## config.mk

```make
export PLATFORM = sky130hd
export DESIGN_NAME = boot_control
export DESIGN_NICKNAME = d
export VERILOG_FILES = /design/src/boot_pkg.sv /design/src/boot_control.sv /design/src/byte_fifo.sv
export VERILOG_INCLUDE_DIRS = /design/src
export SDC_FILE = /design/constraint.sdc
export NUM_CORES = 1
export LEC_CHECK = 0
export ABC_CLOCK_PERIOD_IN_PS = 13600
export BUFFER_PORTS_ARGS = -buffer_cell sky130_fd_sc_hd__clkbuf_2
export CELL_PAD_IN_SITES_DETAIL_PLACEMENT = 1
export CELL_PAD_IN_SITES_GLOBAL_PLACEMENT = 1
export CORE_MARGIN = 2
export CORE_UTILIZATION = 45
export DETAILED_ROUTE_END_ITERATION = 6
export PLACE_DENSITY_LB_ADDON = 0.05
export SLEW_MARGIN = 20
export SYNTH_ARGS = -nofsm -noshare
export SYNTH_HDL_FRONTEND = slang
export SYNTH_HIERARCHICAL = 1
export SYNTH_SLANG_ARGS = --single-unit
```

## constraint.sdc

```tcl
create_clock -name core_clk -period 13.6 [get_ports core_clk]
set_input_delay 2.72 -clock core_clk [delete_from_list [all_inputs] [get_ports core_clk]]
set_output_delay 2.72 -clock core_clk [all_outputs]
set_load 0.005 [all_outputs]
```

## src/boot_defines.svh

```systemverilog
`ifndef BOOT_DEFINES_SVH
`define BOOT_DEFINES_SVH
`define MAP_CTRL_ADDR    8'hD1
`define MAP_CTRL_RESET   8'h00
`define MAP_BIT          3
`define BOOT_SEL_BIT     6
`define BOOT_ENTRY       16'hF800
`define BOOT_ROM_LO      16'hC000
`define BOOT_ROM_HI      16'hFFFF
`define APP_ENTRY        16'h0000
`define IMG_BYTES        15'h4000
`define APP_TOP          14'h3FFC
`define SEC_BYTE_ADDR    14'h3FFD
`define CRC_LO_ADDR      14'h3FFE
`define CRC_HI_ADDR      14'h3FFF
`define CRC_POLY         16'h8408
`define CRC_INIT         16'hFFFF
`define CRC_RESIDUE      16'hF0B8
`define CHAR_PASS        8'h59
`define CHAR_FAIL        8'h5A
`define CHAR_CR          8'h0D
`define CHAR_LF          8'h0A
`define ERR_CODE         8'hAA
`define CLK_MHZ          100
`define COPY_TIME_S      4
`define COPY_CYCLES      (`COPY_TIME_S * `CLK_MHZ * 1000000)
`define ERR_BIT_CYCLES   8'h10
`define FIFO_DEPTH       16
`define FIFO_WIDTH       8
`endif

```

## src/boot_pkg.sv

```systemverilog
package boot_pkg;
   typedef enum logic [3:0] {
      ST_STRAP  = 4'h0,
      ST_ROMRUN = 4'h1,
      ST_LOAD   = 4'h2,
      ST_CHECK  = 4'h3,
      ST_REPORT = 4'h4,
      ST_ERRSIG = 4'h5,
      ST_JUMP   = 4'h6,
      ST_RUN    = 4'h7,
      ST_HALT   = 4'h8
   } boot_state_t;
endpackage

```

## src/boot_control.sv

```systemverilog
`timescale 1ns/1ps
`include "boot_defines.svh"
// Summary of operation
// - Map bit set sends external-data moves to program RAM, clear to data RAM.
// - Map bit overrides the external RAM select bit.
// - Map control register resets map bit to 0; reserved bits unused, read 0.
// - Configuration byte bit 6 chooses customer program or bootloader after reset.
// - Bootloader lives at C000h to FFFFh and is entered at F800h.
// - External source: copy to EEPROM and program RAM; else EEPROM to RAM.
// - After loading, jump so the program counter starts at 0000h.
// - Image top bytes: security byte 3FFDh, CRC bytes 3FFEh and 3FFFh.
// - CRC over image, judged only once all 16K bytes are written.
// - Host mode reports Y on pass, Z on fail, then CR LF.
// - Download mode failure sends AA on port 3 bit 7, no execution.
// - Internal EEPROM copy takes about 4 s at 100 MHz.
// - Level 3 with both lock bits disables reads, keeps checksum.
// - Level 3 blocks code moves from external memory; access pin latched.
// - CRC reflected poly 8408h, init FFFFh, inverted, low byte first.
module boot_control #(
   parameter int COPY_CYCLES = `COPY_CYCLES
) (
   // Clock and reset
   input  wire logic        core_clk,
   input  wire logic        rst_n,
   // Special function register port
   input  wire logic [7:0]  sfrAddr,
   input  wire logic        sfrWr,
   input  wire logic [7:0]  sfrWrData,
   output logic [7:0]       sfrRdData_r,
   // Straps
   input  wire logic [7:0]  cfgByte,
   input  wire logic        lockBitOne,
   input  wire logic        lockBitTwo,
   input  wire logic        externalAccessPin,
   input  wire logic        hostProgMode,
   input  wire logic        extSourceDetected,
   // External data moves
   input  wire logic        movxReq,
   input  wire logic        extRamSel,
   output logic             movxToProgRam_r,
   output logic             movxToXram_r,
   output logic             movxToExternal_r,
   // Code moves and program reads
   input  wire logic        codeMoveReq,
   input  wire logic        codeMoveFromExt,
   input  wire logic        progReadReq,
   output logic             codeMoveBlocked_r,
   output logic             progReadDenied_r,
   output logic             extAccessLatched_r,
   // Image stream from external source
   input  wire logic        srcValid,
   input  wire logic [7:0]  srcData,
   output logic             srcReady_r,
   // Internal EEPROM
   output logic             eepRd_r,
   output logic             eepWe_r,
   output logic [13:0]      eepAddr_r,
   output logic [7:0]       eepWrData_r,
   input  wire logic        eepRdValid,
   input  wire logic [7:0]  eepRdData,
   input  wire logic        eepBusy,
   // Program RAM write
   output logic             pramWe_r,
   output logic [13:0]      pramAddr_r,
   output logic [7:0]       pramData_r,
   // Program counter load
   output logic             pcLoad_r,
   output logic [15:0]      pcValue_r,
   // Host reply and error pin
   output logic             hostTxValid_r,
   output logic [7:0]       hostTxData_r,
   input  wire logic        hostTxReady,
   output logic             port3Bit7Out_r,
   output logic             port3Bit7Oe_n_r,
   output logic             bootFail_r
);
   logic                      rstMeta_r;
   logic                      rstN;
   boot_pkg::boot_state_t     state_r;
   boot_pkg::boot_state_t     state_nxt;
   logic                      mapBit_r;
   logic                      bootSel_r;
   logic                      extMode_r;
   logic [14:0]               rdCnt_r;
   logic [14:0]               wrCnt_r;
   logic                      rdPend_r;
   logic [15:0]               crc_r;
   logic                      crcPass_r;
   logic [31:0]               copyTimer_r;
   logic [1:0]                repIdx_r;
   logic [3:0]                errBit_r;
   logic [7:0]                errTick_r;

   // Reset release through two stages
   always_ff @(posedge core_clk or negedge rst_n)
   begin
      if (!rst_n)
      begin
         rstMeta_r <= 1'b0;
         rstN      <= 1'b0;
      end
      else
      begin
         rstMeta_r <= 1'b1;
         rstN      <= rstMeta_r;
      end
   end

   // One step of the reflected CRC per byte
   function automatic logic [15:0] crcByte(input logic [15:0] c, input logic [7:0] d);
      logic [15:0] w;
      w = c ^ {8'h00, d};
      for (int i = 0; i < 8; i++)
         w = w[0] ? ((w >> 1) ^ `CRC_POLY) : (w >> 1);
      return w;
   endfunction

   wire        loading    = state_r == boot_pkg::ST_LOAD;
   wire        loadExt    = loading && extMode_r;
   wire        lockLevel3 = lockBitOne && lockBitTwo;
   wire        fifoInValid = loadExt ? (srcValid && srcReady_r) : eepRdValid;
   wire [7:0]  fifoInData  = loadExt ? srcData : eepRdData;
   wire        fifoRoom;
   wire        fifoOutValid;
   wire [7:0]  fifoOutData;
   wire        drainOk    = loading && !(extMode_r && eepBusy);
   wire        pop        = fifoOutValid && drainOk;
   wire        issueRd    = loading && !extMode_r && !rdPend_r && fifoRoom
                            && rdCnt_r != `IMG_BYTES && !eepRd_r;
   wire        imageDone  = wrCnt_r == `IMG_BYTES;
   wire        copyLate   = !extMode_r && copyTimer_r == 32'(COPY_CYCLES);
   wire        crcOk      = crc_r == `CRC_RESIDUE;
   wire [7:0]  errCode    = `ERR_CODE;
   wire        mapHit     = sfrAddr == `MAP_CTRL_ADDR;
   wire        errTickEnd = errTick_r == `ERR_BIT_CYCLES - 8'h01;
   wire [7:0]  repChar    = repIdx_r == 2'd0 ? (crcPass_r ? `CHAR_PASS : `CHAR_FAIL)
                          : repIdx_r == 2'd1 ? `CHAR_CR : `CHAR_LF;

   byte_fifo #(
      .WIDTH (`FIFO_WIDTH),
      .DEPTH (`FIFO_DEPTH)
   ) u_fifo (
      .clk      (core_clk),
      .rstN     (rstN),
      .inValid  (fifoInValid),
      .inData   (fifoInData),
      .inReady  (),
      .roomTwo  (fifoRoom),
      .outValid (fifoOutValid),
      .outData  (fifoOutData),
      .outReady (drainOk)
   );

   always_comb
   begin
      state_nxt = state_r;
      case (state_r)
         boot_pkg::ST_STRAP:  state_nxt = cfgByte[`BOOT_SEL_BIT] ? boot_pkg::ST_ROMRUN
                                                                  : boot_pkg::ST_LOAD;
         boot_pkg::ST_LOAD:   state_nxt = copyLate ? boot_pkg::ST_HALT
                                        : imageDone ? boot_pkg::ST_CHECK : state_r;
         boot_pkg::ST_CHECK:  state_nxt = hostProgMode ? boot_pkg::ST_REPORT
                                        : crcOk ? boot_pkg::ST_JUMP : boot_pkg::ST_ERRSIG;
         boot_pkg::ST_REPORT: if (hostTxValid_r && hostTxReady && repIdx_r == 2'd2)
                                 state_nxt = crcPass_r ? boot_pkg::ST_JUMP : boot_pkg::ST_HALT;
         boot_pkg::ST_ERRSIG: if (errTickEnd && errBit_r == 4'd8)
                                 state_nxt = boot_pkg::ST_HALT;
         boot_pkg::ST_JUMP:   state_nxt = boot_pkg::ST_RUN;
         boot_pkg::ST_ROMRUN: state_nxt = state_r;
         boot_pkg::ST_RUN:    state_nxt = state_r;
         boot_pkg::ST_HALT:   state_nxt = state_r;
         default:             state_nxt = boot_pkg::ST_HALT;
      endcase
   end

   // Straps, memory map and protection
   always_ff @(posedge core_clk or negedge rstN)
   begin
      if (!rstN)
      begin
         state_r            <= boot_pkg::ST_STRAP;
         mapBit_r           <= 1'b0;
         bootSel_r          <= 1'b0;
         extMode_r          <= 1'b0;
         extAccessLatched_r <= 1'b0;
         sfrRdData_r        <= `MAP_CTRL_RESET;
         movxToProgRam_r    <= 1'b0;
         movxToXram_r       <= 1'b0;
         movxToExternal_r   <= 1'b0;
         codeMoveBlocked_r  <= 1'b0;
         progReadDenied_r   <= 1'b0;
      end
      else
      begin
         state_r <= state_nxt;
         if (state_r == boot_pkg::ST_STRAP)
         begin
            bootSel_r          <= cfgByte[`BOOT_SEL_BIT];
            extMode_r          <= extSourceDetected;
            // access pin caught at reset release
            extAccessLatched_r <= externalAccessPin;
         end
         if (sfrWr && mapHit)
            mapBit_r <= sfrWrData[`MAP_BIT];
         sfrRdData_r <= mapHit ? {4'h0, mapBit_r, 3'b000} : 8'h00;
         movxToProgRam_r  <= movxReq && mapBit_r;
         movxToXram_r     <= movxReq && !mapBit_r && !extRamSel;
         movxToExternal_r <= movxReq && !mapBit_r && extRamSel;
         // level 3 blocks external code moves
         codeMoveBlocked_r <= codeMoveReq && codeMoveFromExt && lockLevel3;
         progReadDenied_r  <= progReadReq && lockLevel3;
      end
   end

   // Loader datapath
   always_ff @(posedge core_clk or negedge rstN)
   begin
      if (!rstN)
      begin
         rdCnt_r     <= '0;
         wrCnt_r     <= '0;
         rdPend_r    <= 1'b0;
         eepRd_r     <= 1'b0;
         eepWe_r     <= 1'b0;
         eepAddr_r   <= '0;
         eepWrData_r <= '0;
         pramWe_r    <= 1'b0;
         pramAddr_r  <= '0;
         pramData_r  <= '0;
         srcReady_r  <= 1'b0;
         crc_r       <= `CRC_INIT;
         crcPass_r   <= 1'b0;
         copyTimer_r <= '0;
      end
      else
      begin
         // Lagging ready is safe: room for two is asked
         srcReady_r <= loadExt && fifoRoom && !imageDone;
         eepRd_r    <= issueRd;
         if (issueRd)
         begin
            eepAddr_r <= rdCnt_r[13:0];
            rdCnt_r   <= rdCnt_r + 15'd1;
            rdPend_r  <= 1'b1;
         end
         else if (eepRdValid)
            rdPend_r <= 1'b0;
         // copy to program RAM, mirror to EEPROM when loading from the external source
         pramWe_r <= pop;
         eepWe_r  <= pop && extMode_r;
         if (pop)
         begin
            pramAddr_r  <= wrCnt_r[13:0];
            pramData_r  <= fifoOutData;
            eepWrData_r <= fifoOutData;
            if (extMode_r)
               eepAddr_r <= wrCnt_r[13:0];
            wrCnt_r <= wrCnt_r + 15'd1;
            crc_r   <= crcByte(crc_r, fifoOutData);
         end
         // stored CRC folds into a fixed residue
         if (state_r == boot_pkg::ST_CHECK)
            crcPass_r <= crc_r == `CRC_RESIDUE;
         if (loading && !extMode_r)
            copyTimer_r <= copyTimer_r + 32'd1;
      end
   end

   // Jump, host reply and error pin
   always_ff @(posedge core_clk or negedge rstN)
   begin
      if (!rstN)
      begin
         pcLoad_r        <= 1'b0;
         pcValue_r       <= `BOOT_ENTRY;
         hostTxValid_r   <= 1'b0;
         hostTxData_r    <= '0;
         repIdx_r        <= '0;
         port3Bit7Out_r  <= 1'b1;
         port3Bit7Oe_n_r <= 1'b1;
         errBit_r        <= '0;
         errTick_r       <= '0;
         bootFail_r      <= 1'b0;
      end
      else
      begin
         pcLoad_r <= 1'b0;
         if (state_r == boot_pkg::ST_STRAP)
         begin
            pcLoad_r <= 1'b1;
            pcValue_r <= cfgByte[`BOOT_SEL_BIT] ? `APP_ENTRY : `BOOT_ENTRY;
         end
         // long jump to start of program RAM
         // only a passing check reaches here
         if (state_r == boot_pkg::ST_JUMP)
         begin
            pcLoad_r  <= 1'b1;
            pcValue_r <= `APP_ENTRY;
         end
         // Y or Z then CR LF
         if (state_r == boot_pkg::ST_REPORT)
         begin
            hostTxValid_r <= 1'b1;
            hostTxData_r  <= repChar;
            if (hostTxValid_r && hostTxReady)
            begin
               hostTxValid_r <= repIdx_r != 2'd2;
               hostTxData_r  <= repIdx_r == 2'd0 ? `CHAR_CR : `CHAR_LF;
               repIdx_r      <= repIdx_r + 2'd1;
            end
         end
         // shift AA out, LSB first, framed by idle high
         if (state_r == boot_pkg::ST_ERRSIG)
         begin
            port3Bit7Oe_n_r <= 1'b0;
            port3Bit7Out_r  <= errBit_r == 4'd8 ? 1'b1 : errCode[errBit_r[2:0]];
            errTick_r       <= errTickEnd ? 8'h00 : errTick_r + 8'h01;
            if (errTickEnd)
               errBit_r <= errBit_r + 4'd1;
         end
         if (state_nxt == boot_pkg::ST_HALT)
            bootFail_r <= 1'b1;
      end
   end
endmodule

```

## src/byte_fifo.sv

```systemverilog
`timescale 1ns/1ps
module byte_fifo #(
   parameter int WIDTH = 8,
   parameter int DEPTH = 16
) (
   // Clock and reset
   input  wire logic             clk,
   input  wire logic             rstN,
   // Fill side
   input  wire logic             inValid,
   input  wire logic [WIDTH-1:0] inData,
   output logic                  inReady,
   output logic                  roomTwo,
   // Drain side
   output logic                  outValid,
   output logic [WIDTH-1:0]      outData,
   input  wire logic             outReady
);
   localparam int AW = $clog2(DEPTH);
   logic [WIDTH-1:0] mem [DEPTH];
   logic [AW-1:0]    wrPtr_r;
   logic [AW-1:0]    rdPtr_r;
   logic [AW:0]      count_r;
   logic [AW:0]      count_nxt;
   logic             push;
   logic             pop;

   assign push      = inValid && inReady;
   assign pop       = outValid && outReady;
   assign count_nxt = count_r + (AW+1)'(push) - (AW+1)'(pop);
   assign outData   = mem[rdPtr_r];

   always_ff @(posedge clk)
   begin
      if (push)
         mem[wrPtr_r] <= inData;
   end

   // Flags registered so the source sees a clean ready
   always_ff @(posedge clk or negedge rstN)
   begin
      if (!rstN)
      begin
         wrPtr_r  <= '0;
         rdPtr_r  <= '0;
         count_r  <= '0;
         inReady  <= 1'b1;
         roomTwo  <= 1'b1;
         outValid <= 1'b0;
      end
      else
      begin
         wrPtr_r  <= wrPtr_r + AW'(push);
         rdPtr_r  <= rdPtr_r + AW'(pop);
         count_r  <= count_nxt;
         inReady  <= count_nxt != (AW+1)'(DEPTH);
         roomTwo  <= count_nxt <= (AW+1)'(DEPTH - 2);
         outValid <= count_nxt != '0;
      end
   end
endmodule

```

==> results of run 1 <==
layer usage:
layer	wire length, um	part of all wire [%]	vias to the layer above
met5	0	0	-
met4	410	1.4	0
met3	1311	4.4	28
met2	14160	47	185
met1	14170	47	4327
li1	-	-	3996
cell families (layout without fill, tap and decap cells):
| logic type | count (synthesis) | in the layout |
|---|---|---|
| fa+ha+maj | 20 | 20 |
| flops | 304 | 304 |
| mux | 61 | 61 |
| buf+inv | 105 | 216 |
| simple gates | 380 | 380 |
| other cells | 2 | 21 |
| compound gates | 110 | 110 |
| xor+xnor | 100 | 100 |
power by group:
group | total, mW | internal [mW] | leakage (nW) | switching (mW)
logic | 0.194 | 0.0711 | 2.57 | 0.123
clock network | 0.958 | 0.584 | 0.582 | 0.374
registers | 1.05 | 1.03 | 3.32 | 0.0287
through the flow:
| step | instance area, um2 | hold WS [ns] | power (mW) | util [%] |
|---|---|---|---|---|
| after floorplan | 13520 | 0.3312 | 1.207 | - |
| after global placement | 14170 | 0.3392 | 1.262 | 47.95 |
| after detailed placement | 14170 | 0.3410 | 1.270 | 47.95 |
| after CTS | 15360 | 0.3531 | 2.239 | 51.95 |
| after global routing | 15360 | 0.3692 | 2.306 | 51.97 |
| final | 15360 | 0.3473 | 2.207 | 51.97 |
critical path: cells and delay by family:
family,cells,cell delay [ns]
compound gates,2,0.42
xor+xnor,1,0.19
fa+ha+maj,2,0.58
buf+inv,4,0.48
simple gates,5,0.65
flip-flops by register name (all words and copies together) (netlist names), 2 cells and up:
register        count
copyTimer_r        32
crc_r              16
eepAddr_r          14
errBit_r            4
errTick_r           8
hostTxData_r        5
pramAddr_r         14
pramData_r          8
rdCnt_r            15
repIdx_r            2
state_r             4
u_fifo/count_r      5
u_fifo/mem        128
u_fifo/rdPtr_r      4
u_fifo/wrPtr_r      4
wrCnt_r            15
area by class of cell:
cell class,instances,area share [%]
flip-flops and latches,304,53.90
clock inverters,15,1.344
repair buffers,123,4.195
multi-input cells,692,30.28
clock buffers,47,6.353
inverters,31,0.7575
well taps,390,3.177
synth_stat cells (all sizes together) (8+ instances only):
library cell  count
inv              31
nor3             22
nor4             15
nand4            24
a221oi           16
mux2             12
ha               19
mux4             16
edfxtp          128
nand2           166
dfstp            21
a21oi            21
a22oi            20
xor2             38
nand2b            8
nand3            28
and3              9
buf              54
nor2             64
nor2b             8
clkbuf           20
dfrtp           155
xnor2            62
o21ai            37
mux2i            33
nor4b             9
path summary, 6_finish.rpt:
check / endpoint / slack, ns / depth (start not counted) / startpoint
hold reg to reg: copyTimer_r[5]$_DFFE_PN0N_ / 0.35 / 0 / rstN$_DFF_PN0_
min in group core_clk: rstN$_DFF_PN0_ / 0.35 / 0 / rstMeta_r$_DFF_PN0_
setup / recovery: u_fifo/outValid$_DFF_PN0_ / 8.96 / 14 / srcValid
max in group asynchronous: u_fifo/rdPtr_r[0]$_DFF_PN0_ / 11.38 / 2 / rstN$_DFF_PN0_
setup reg to reg: u_fifo/outValid$_DFF_PN0_ / 9.72 / 15 / state_r[0]$_DFF_PN0_
hold / removal: copyTimer_r[5]$_DFFE_PN0N_ / 0.35 / 0 / rstN$_DFF_PN0_
==> key figures, run 1 <==
Worst setup path
  • Critical-path top delay cell: fa_1
  • Critical Path RT: 13.99 ns
  • CP Capture Type: flip-flop
  • Startpoint Class: input pin
  • CP most frequent cell: nand2_1
  • Max Fanout on Critical Path: 4
  • Crit path cell chain: clkbuf_2 > nand2_1 > o21ai_0 > nand2_1 > inv_1 > nand2_1 > nand2_1 > ha_1 > inv_1 > fa_1 > xnor2_1 > nor3_1 > inv_1 > a211o_1
  • Critical path data arrival time: 5.03 ns
  • Slowest stage delay, CP: 0.40 ns
  • CP Class: in2reg

Routing
  • Starting DRC count in detailed routing: 424
  • Via count: 8536
  • Avg WL per Cell: 18.76 um
  • DRT Wirelength: 30050 um
  • Antenna viol nets, final: 0
  • Vias per cell: 5.328
  • Initial DRT Pass Iterations: 4
  • Number of remaining DRC errors: 0

Flow run
  • Maximum capacitance violations: 0

Timing
  • Fmax achieved: 215.7 MHz
  • Setup Viol. Count Final: 0
  • Slew Limit Headroom: 35.41%
  • Final Hold Fails: 0
  • Slack of the critical path: 8.965 ns
  • Setup Skew: 0.01888 ns
  • Setup_tns: 0 ns
  • Least-Margin Pin Slew: 0.9689 ns
  • Pins Over Slew Limit: 0
  • Crit share post-route: 34.08%
  • Min Tclk post-route: 4.635 ns
  • RSZ-0062 raised after global routing: no

Logic synthesis
  • Top cells by area, synth: dfrtp_1, edfxtp_1, nand2_1
  • Largest family of logic cells by synthesized area: simple AND/OR/NAND/NOR gates
  • Top_reg_cell synth: dfrtp_1
  • Async S/R FF share, synth: 57.89%
  • Share of the synthesized area in the top cell type: 28.84%
  • Post-Synth Simple-Gate Area: 13.70%
  • Post-synth EDFFs: 128
  • Compound-Gate Fraction of Synth Area: 5.684%
  • Post-Syn Instances: 1082
  • Cell taking the most area after synthesis: dfrtp_1
  • Synth Cell Area: 13450 um2
  • Post-synthesis sequential area ratio: 61.52%
  • Synth Area in XOR/XNOR: 6.512%
  • Synth warnings: 6
  • Mux cell area share after synthesis: 6.140%
  • Syn Area/Cell: 12.43 um2
  • Synth unique cells: 63
  • Adder-cell share of the synthesized area: 1.916%
  • Flop and latch count out of synthesis: 304

Clock network
  • CTS tree: yes
  • TritonCTS Buffers: 36
  • Setup Buffers After CTS: 0
  • Clock Tree Root: clkbuf_16
  • Clock sinks: 304
  • Clock transition at the registers of the reported paths: 0.06 ns
  • H-tree levels: 2
  • Post-CTS Hold Fix Bufs: 0
  • Clk Latency, worst-skew pair: 0.53 ns
  • Max clock buf depth: 3
  • # resized after CTS: 0

Floorplanning
  • Die X: 176.9 um
  • Total core area: 29560 um2
  • Ports: 148
  • Die H: 176.9 um
  • Initial Util: 45.50%
  • Die ar.: 31290 um2
  • Placement row count: 63

Pwr
  • Pwr Density: 143.7 nW/um2
  • Peak VDD IR: 88.89 uV
  • Static leakage: 6.476 nW

Finish
  • Non-Filler Instances: 1602
  • Fill count: 3095
  • Final net count: 1265
  • Most frequent cells in the layout: nand2_1, dfrtp_1, edfxtp_1
  • Ant. Diodes: 0
  • Register area: 8279 um2
  • Area of the multi-input gates: 4651 um2
  • Layout cells sized above 1: 20.13%
  • Leading cell type in the layout, fill and taps excluded: nand2_1
  • Synthesis-to-layout area growth: 14.22%

Placed design
  • DP HPWL: 20010 um
  • Placed Cells: 1540
  • Dpl ws: 8.440 ns
  • Routability cong.: 0.7329
  • Port buffer count: 113

GRT
  • Vias in the first global route: 8759
  • Met1 Use GR: 28.65%
  • First-pass GRT wire length: 48650 um
  • Global-route met3 utilization: 3.157%
  • Total gr overflow: 0
  • Met2 usage: 31.54%
  • Gr busiest metal: met2
  • Largest net degree at the start of global routing: 81
  • Total Routing Usage GR: 19.83%
  • Initial antenna violation count: 0

Outcome
  • Outcome: finished, final reports clean

Hold path
  • Worst hold path type: reg2async
Note: power is estimated with default switching activity, not from simulation.
==> inputs of run 2 (changes only) <==
--- a/config.mk
+++ b/config.mk
@@ -6,7 +6,7 @@
 export SDC_FILE = /design/constraint.sdc
 export NUM_CORES = 1
 export LEC_CHECK = 0
-export ABC_CLOCK_PERIOD_IN_PS = 13600
+export ABC_CLOCK_PERIOD_IN_PS = 4600
 export BUFFER_PORTS_ARGS = -buffer_cell sky130_fd_sc_hd__clkbuf_2
 export CELL_PAD_IN_SITES_DETAIL_PLACEMENT = 1
 export CELL_PAD_IN_SITES_GLOBAL_PLACEMENT = 1
==> constraint.sdc (replaced) <==
create_clock -name core_clk -period 4.6 [get_ports core_clk]
set_input_delay 0.92 -clock core_clk [delete_from_list [all_inputs] [get_ports core_clk]]
set_output_delay 0.92 -clock core_clk [all_outputs]
set_load 0.005 [all_outputs]
==> key figures, run 2 (synthesis results as in run 1) <==
Finish
  • Synthesis-to-layout area growth: 14.01%
  • Ant. Diodes: 0
  • Area of the multi-input gates: 4651 um2
  • Leading cell type in the layout, fill and taps excluded: nand2_1
  • Final net count: 1269
  • Register area: 8279 um2
  • Largest registers: u_fifo/mem: 128 flops, copyTimer_r: 32 flops, crc_r: 16 flops
  • Layout cells sized above 1: 19.95%
  • Largest Register: u_fifo/mem
  • Most frequent cells in the layout: nand2_1, dfrtp_1, edfxtp_1
  • Fill count: 3050
  • Max reg flops: 128

Routing
  • Via count: 8441
  • Starting DRC count in detailed routing: 508
  • Vias per cell: 5.249
  • DRT Wirelength: 29400 um
  • Antenna viol nets, final: 0
  • Initial DRT Pass Iterations: 4
  • Avg WL per Cell: 18.28 um
  • Number of remaining DRC errors: 0

Clock network
  • Setup Buffers After CTS: 0
  • Clock Tree Root: clkbuf_16
  • # resized after CTS: 0
  • Clock sinks: 304
  • CTS tree: yes
  • H-tree levels: 2
  • Clock transition at the registers of the reported paths: 0.06 ns
  • Max clock buf depth: 3
  • Post-CTS Hold Fix Bufs: 0
  • Clk Latency, worst-skew pair: 0.52 ns
  • TritonCTS Buffers: 36

Timing
  • Hold Slack: 0.1853 ns
  • Setup Skew: 0.02653 ns
  • Min Tclk post-route: 3.762 ns
  • Setup_tns: 0 ns
  • Slew Limit Headroom: 38.91%
  • Least-Margin Pin Slew: 0.9142 ns
  • Setup Viol. Count Final: 0
  • Pins Over Slew Limit: 0
  • RSZ-0062 raised after global routing: no
  • Crit share post-route: 81.78%
  • Final Hold Fails: 0
  • Fmax achieved: 265.8 MHz

Worst setup path
  • Crit path cell chain: nor4b_1 > buf_4 > nand2_1 > o21ai_0 > nand2_1 > inv_1 > nand2_1 > nand2_1 > ha_1 > inv_1 > fa_1 > xnor2_1 > nor3_1 > inv_1 > a211o_1
  • Critical path depth: 15
  • CP Buf/Inv Count: 4
  • CP most frequent cell: nand2_1
  • Critical-path top delay cell: dfrtp_1
  • Critical Path RT: 4.99 ns
  • Critical path data arrival time: 4.15 ns
  • Delay-heaviest family, CP: simple AND/OR/NAND/NOR gates
  • Startpoint Class: flip-flop
  • Max Fanout on Critical Path: 17
  • CP Capture Type: flip-flop
  • Slowest stage delay, CP: 0.55 ns
  • Worst R2R Path Depth: 15
  • CP Class: reg2reg

Pwr
  • Combinational Power Share: 9.1%
  • Total power: 6.345 mW
  • Switching power: 1.538 mW
  • Seq pwr share: 49.1%
  • Internal power: 4.806 mW
  • Sw Ratio: 24.25%
  • Pwr Density: 413.8 nW/um2
  • Peak VDD IR: 296.4 uV
  • Static leakage: 6.464 nW
  • Clock power share: 41.7%

Floorplanning
  • Die ar.: 31290 um2
  • Placement row count: 63
  • Initial Util: 45.50%
  • Total core area: 29560 um2
  • Ports: 148
  • Die X: 176.9 um
  • Die H: 176.9 um

Flow run
  • Maximum capacitance violations: 0

GRT
  • First-pass GRT wire length: 48130 um
  • Total Routing Usage GR: 19.48%
  • Total gr overflow: 0
  • Largest net degree at the start of global routing: 142
  • Vias in the first global route: 8884
  • Initial antenna violation count: 0

Hold path
  • Worst hold path type: in2async

Outcome
  • Outcome: finished, final reports clean

Placed design
  • Routability cong.: 0.7424
  • Port buffer count: 113
  • DP HPWL: 19740 um
## run 2: cell types whose count changed in the layout (fill, tap and decap cells not counted)
cell | previous run | this run
buf_12 | 0 | 1
buf_4 | 9 | 13
clkbuf_8 | 3 | 7
clkbuf_4 | 1 | 0
clkinv_2 | 6 | 2
clkbuf_1 | 7 | 10
buf_6 | 1 | 0
clkinv_1 | 2 | 6
bufinv_16 | 4 | 0
## run 2: final cells by class
class | count | share of cell area, %
Sequential cell | 304 | 53.99
Multi-Input combinational cell | 692 | 30.33
Clock buffer | 53 | 6.748
Timing Repair Buffer | 127 | 4.455
Tap cell | 390 | 3.182
Inverter | 31 | 0.7589
Clock inverter | 11 | 0.5304
## run 2: power by group through the flow
stage	clock network (mW)	registers (mW)	logic [mW]
final	2.65	3.12	0.579
after global routing	2.84	3.14	0.657
after CTS	2.72	3.12	0.589
after detailed placement	0	3.17	0.583
after floorplan	0	3.15	0.415
after global placement	0	3.16	0.562
## run 2: worst register-to-register path, stage by stage (launching register included)
cell and delay (ns):
dfrtp_1 0.55, nor4b_1 0.40, buf_4 0.20, nand2_1 0.31, o21ai_0 0.28, nand2_1 0.19
inv_1 0.20, nand2_1 0.07, nand2_1 0.07, ha_1 0.16, inv_1 0.05, fa_1 0.41
xnor2_1 0.19, nor3_1 0.21, inv_1 0.08, a211o_1 0.27
## run 2: path summary, 6_finish.rpt
| check | from | to | slack [ns] |
|---|---|---|---|
| hold / removal | rst_n | rstN$_DFF_PN0_ | 0.19 |
| setup reg to reg | state_r[0]$_DFF_PN0_ | u_fifo/outValid$_DFF_PN0_ | 0.84 |
| setup / recovery | state_r[0]$_DFF_PN0_ | u_fifo/outValid$_DFF_PN0_ | 0.84 |
| hold reg to reg | rstN$_DFF_PN0_ | u_fifo/wrPtr_r[1]$_DFF_PN0_ | 0.28 |
| min in group core_clk | rstMeta_r$_DFF_PN0_ | rstN$_DFF_PN0_ | 0.35 |
| max in group asynchronous | rstN$_DFF_PN0_ | pramData_r[3]$_DFFE_PN0P_ | 3.10 |
## run 2: per-layer routing
metal  GRT usage, %  part of all wire [%]
met5              0                     0
met4          4.787                   1.8
met3          2.706                   3.8
met2          31.48                    47
met1          27.94                    47
## run 2: stage by stage
step	area [um2]	std cells	util (%)	setup WS, ns
after floorplan	13520	1101	-	1.396
after global placement	14220	1544	48.10	0.9867
after detailed placement	14220	1544	48.10	0.8584
after CTS	15330	1608	51.87	0.8229
after global routing	15330	1608	51.87	0.4637
final	15330	1608	51.87	0.8381
==> inputs of run 3 (changes only) <==
--- a/config.mk
+++ b/config.mk
@@ -6,12 +6,13 @@
 export SDC_FILE = /design/constraint.sdc
 export NUM_CORES = 1
 export LEC_CHECK = 0
-export ABC_CLOCK_PERIOD_IN_PS = 4600
+export ABC_AREA = 1
+export ABC_CLOCK_PERIOD_IN_PS = 3200
 export BUFFER_PORTS_ARGS = -buffer_cell sky130_fd_sc_hd__clkbuf_2
 export CELL_PAD_IN_SITES_DETAIL_PLACEMENT = 1
 export CELL_PAD_IN_SITES_GLOBAL_PLACEMENT = 1
 export CORE_MARGIN = 2
-export CORE_UTILIZATION = 45
+export CORE_UTILIZATION = 41
 export DETAILED_ROUTE_END_ITERATION = 6
 export PLACE_DENSITY_LB_ADDON = 0.05
 export SLEW_MARGIN = 20
==> constraint.sdc (replaced) <==
create_clock -name core_clk -period 3.2 [get_ports core_clk]
set_input_delay 0.64 -clock core_clk [delete_from_list [all_inputs] [get_ports core_clk]]
set_output_delay 0.64 -clock core_clk [all_outputs]
set_load 0.005 [all_outputs]
==> key figures, run 3 <==
GRT
  • Vias in the first global route: 12470
  • Total Routing Usage GR: 21.98%
  • Total gr overflow: 0
  • First-pass GRT wire length: 66650 um
  • Initial antenna violation count: 1
  • Largest net degree at the start of global routing: 82

Timing
  • Fmax achieved: 346.2 MHz
  • Setup Skew: 0.02422 ns
  • Final Hold Fails: 0
  • Crit share post-route: 90.25%
  • RSZ-0062 raised after global routing: no
  • Pins Over Slew Limit: 0
  • Setup Viol. Count Final: 0
  • Setup_tns: 0 ns
  • Min Tclk post-route: 2.888 ns
  • Least-Margin Pin Slew: 0.8667 ns
  • Slew Limit Headroom: 42.08%

Logic synthesis
  • Async S/R FF share, synth: 57.89%
  • Commonest cells in the netlist: nand2_1, nor2_1, inv_1, dfrtp_1, nand3_1
  • Synth Cell Area: 15080 um2
  • Syn Area/Cell: 8.405 um2
  • Post-synth EDFFs: 128
  • Top cells by area, synth: dfrtp_1, edfxtp_1, nand2_1
  • Synth warnings: 6
  • Flop and latch count out of synthesis: 304
  • Share of the synthesized area in the top cell type: 25.72%
  • Post-Syn Instances: 1794
  • Synth unique cells: 37
  • Top_reg_cell synth: dfrtp_1
  • Cell taking the most area after synthesis: dfrtp_1
  • Post-synthesis sequential area ratio: 54.88%
  • Most frequent cell after synthesis: nand2_1

Placed design
  • Port buffer count: 113
  • DP HPWL: 29070 um
  • Routability cong.: 0.8220
  • Placed Cells: 2349

Finish
  • Max reg flops: 128
  • Final net count: 1997
  • Leading cell type in the layout, fill and taps excluded: nand2_1
  • Layout cells sized above 1: 12.63%
  • Final Core Density: 47.28%
  • Non-Filler Instances: 2416
  • Largest Register: u_fifo/mem
  • Synthesis-to-layout area growth: 14.25%
  • Most frequent cells in the layout: nand2_1, nor2_1, inv_1
  • Largest registers: u_fifo/mem: 128 flops, copyTimer_r: 32 flops, crc_r: 16 flops

Outcome
  • Outcome: finished, final reports clean

Worst setup path
  • CP Class: reg2reg
  • Critical R2R Launch: state_r[0]$_DFF_PN0_
  • Critical path data arrival time: 3.30 ns
  • Worst R2R Path Depth: 16
  • Max Fanout on Critical Path: 10
  • Critical Path Source: state_r[0]$_DFF_PN0_
  • Startpoint Class: flip-flop
  • Worst Setup EP: u_fifo/outValid$_DFF_PN0_
  • CP Capture Type: flip-flop
  • R2r setup slk: 0.31 ns
  • Critical Path RT: 3.62 ns
  • R2r endpoint: u_fifo/outValid$_DFF_PN0_

Clock network
  • Clk Latency, worst-skew pair: 0.56 ns
  • Clock transition at the registers of the reported paths: 0.06 ns
  • Clock sinks: 304
  • TritonCTS Buffers: 36
  • Clock Tree Root: clkbuf_16
  • Max clock buf depth: 3
  • CTS tree: yes
  • H-tree levels: 2

Pwr
  • Pwr Density: 541.5 nW/um2
  • Total power: 9.327 mW
  • Static leakage: 8.072 nW
  • Peak VDD IR: 288.3 uV

Routing
  • Via count: 11930
  • DRT Wirelength: 41010 um
  • Avg WL per Cell: 16.97 um
  • Number of remaining DRC errors: 0
  • Vias per cell: 4.939
  • Antenna viol nets, final: 0
  • Starting DRC count in detailed routing: 508
  • Initial DRT Pass Iterations: 4

Flow run
  • Maximum capacitance violations: 0

Floorplanning
  • Die ar.: 38330 um2
  • Placement row count: 70
  • Die X: 195.8 um
  • Total core area: 36430 um2
  • Ports: 148
  • Die H: 195.8 um
  • Initial Util: 41.38%

Hold path
  • Hold Path Cell Cnt: 2
  • Worst hold path type: in2reg
## run 3: kinds of logic (layout without fill, tap and decap cells)
| family | count (synthesis) | count (layout) | share of synthesized area, % |
|---|---|---|---|
| AOI/OAI and AO/OA | 77 | 77 | 2.589 |
| xor gates and xnor gates | 60 | 60 | 3.485 |
| other | 2 | 22 | 0.04981 |
| muxes | 1 | 1 | 0.07468 |
| buffers and inverters | 259 | 393 | 7.800 |
| DFF | 304 | 304 | 54.88 |
| and+or+nand+nor | 1071 | 1071 | 29.42 |
| adders and majority gates | 20 | 20 | 1.709 |
## run 3: critical path: stages, from the launching register on
cell and delay, ns:
dfrtp_1 0.43, nor2_2 0.19, nand2_1 0.09, nor2_1 0.15, buf_4 0.21, nand3_1 0.09
nand2_1 0.08, nand2_1 0.09, inv_2 0.12, nand2_1 0.06, nand2_1 0.07, ha_1 0.16
inv_1 0.06, fa_1 0.48, inv_1 0.06, nor3_1 0.30, nand3_1 0.11
## run 3: power breakdown
group	leakage, nW	internal (mW)	switching (mW)	total [mW]
Clock	0.544	2.23	1.68	3.90
Sequential	3.33	4.35	0.123	4.48
Combinational	4.20	0.294	0.657	0.951
## run 3: through the flow
| step | worst slack, ns | hold WS (ns) | instance area, um2 |
|---|---|---|---|
| floorplan | 0.3124 | 0.3311 | 15150 |
| global placement | 0.2978 | 0.3390 | 16100 |
| detailed placement | 0.1861 | 0.3471 | 16100 |
| CTS | 0.1766 | 0.2212 | 17220 |
| global route | 0.03892 | 0.2518 | 17220 |
| finish | 0.3119 | 0.2479 | 17230 |
## run 3: routing by layer
| layer | track usage (%) | vias to the layer above | part of all wire, % |
|---|---|---|---|
| li1 | - | 5860 | - |
| met1 | 29.83 | 5830 | 47 |
| met2 | 36.84 | 195 | 47 |
| met3 | 3.301 | 47 | 3.7 |
| met4 | 6.145 | 0 | 1.9 |
| met5 | 0 | - | 0 |
## run 3: worst min-delay path by stage
stage	start	endpoint
detailed placement	rstMeta_r$_DFF_PN0_	rstN$_DFF_PN0_
global placement	rstMeta_r$_DFF_PN0_	rstN$_DFF_PN0_
finish	extRamSel	movxToXram_r$_DFF_PN0_
floorplan	rstMeta_r$_DFF_PN0_	rstN$_DFF_PN0_
global route	extRamSel	movxToXram_r$_DFF_PN0_
CTS	extRamSel	movxToXram_r$_DFF_PN0_
## run 3: final cells by class
class | instances | area, um2
Fill cell | 4414 | 19210
Sequential cell | 304 | 8279
Multi-Input combinational cell | 1250 | 5702
Clock buffer | 54 | 1022
Timing Repair Buffer | 145 | 858.3
Inverter | 183 | 686.9
Tap cell | 468 | 585.6
Clock inverter | 11 | 90.09
Antenna cell | 1 | 2.502
## run 3: timing repair
item                       CTS  global route
hold endpoints to repair     2             0
setup buffers                0             0
setup endpoints to repair    0             3
resized for setup            0             2
hold buffers                 1             0
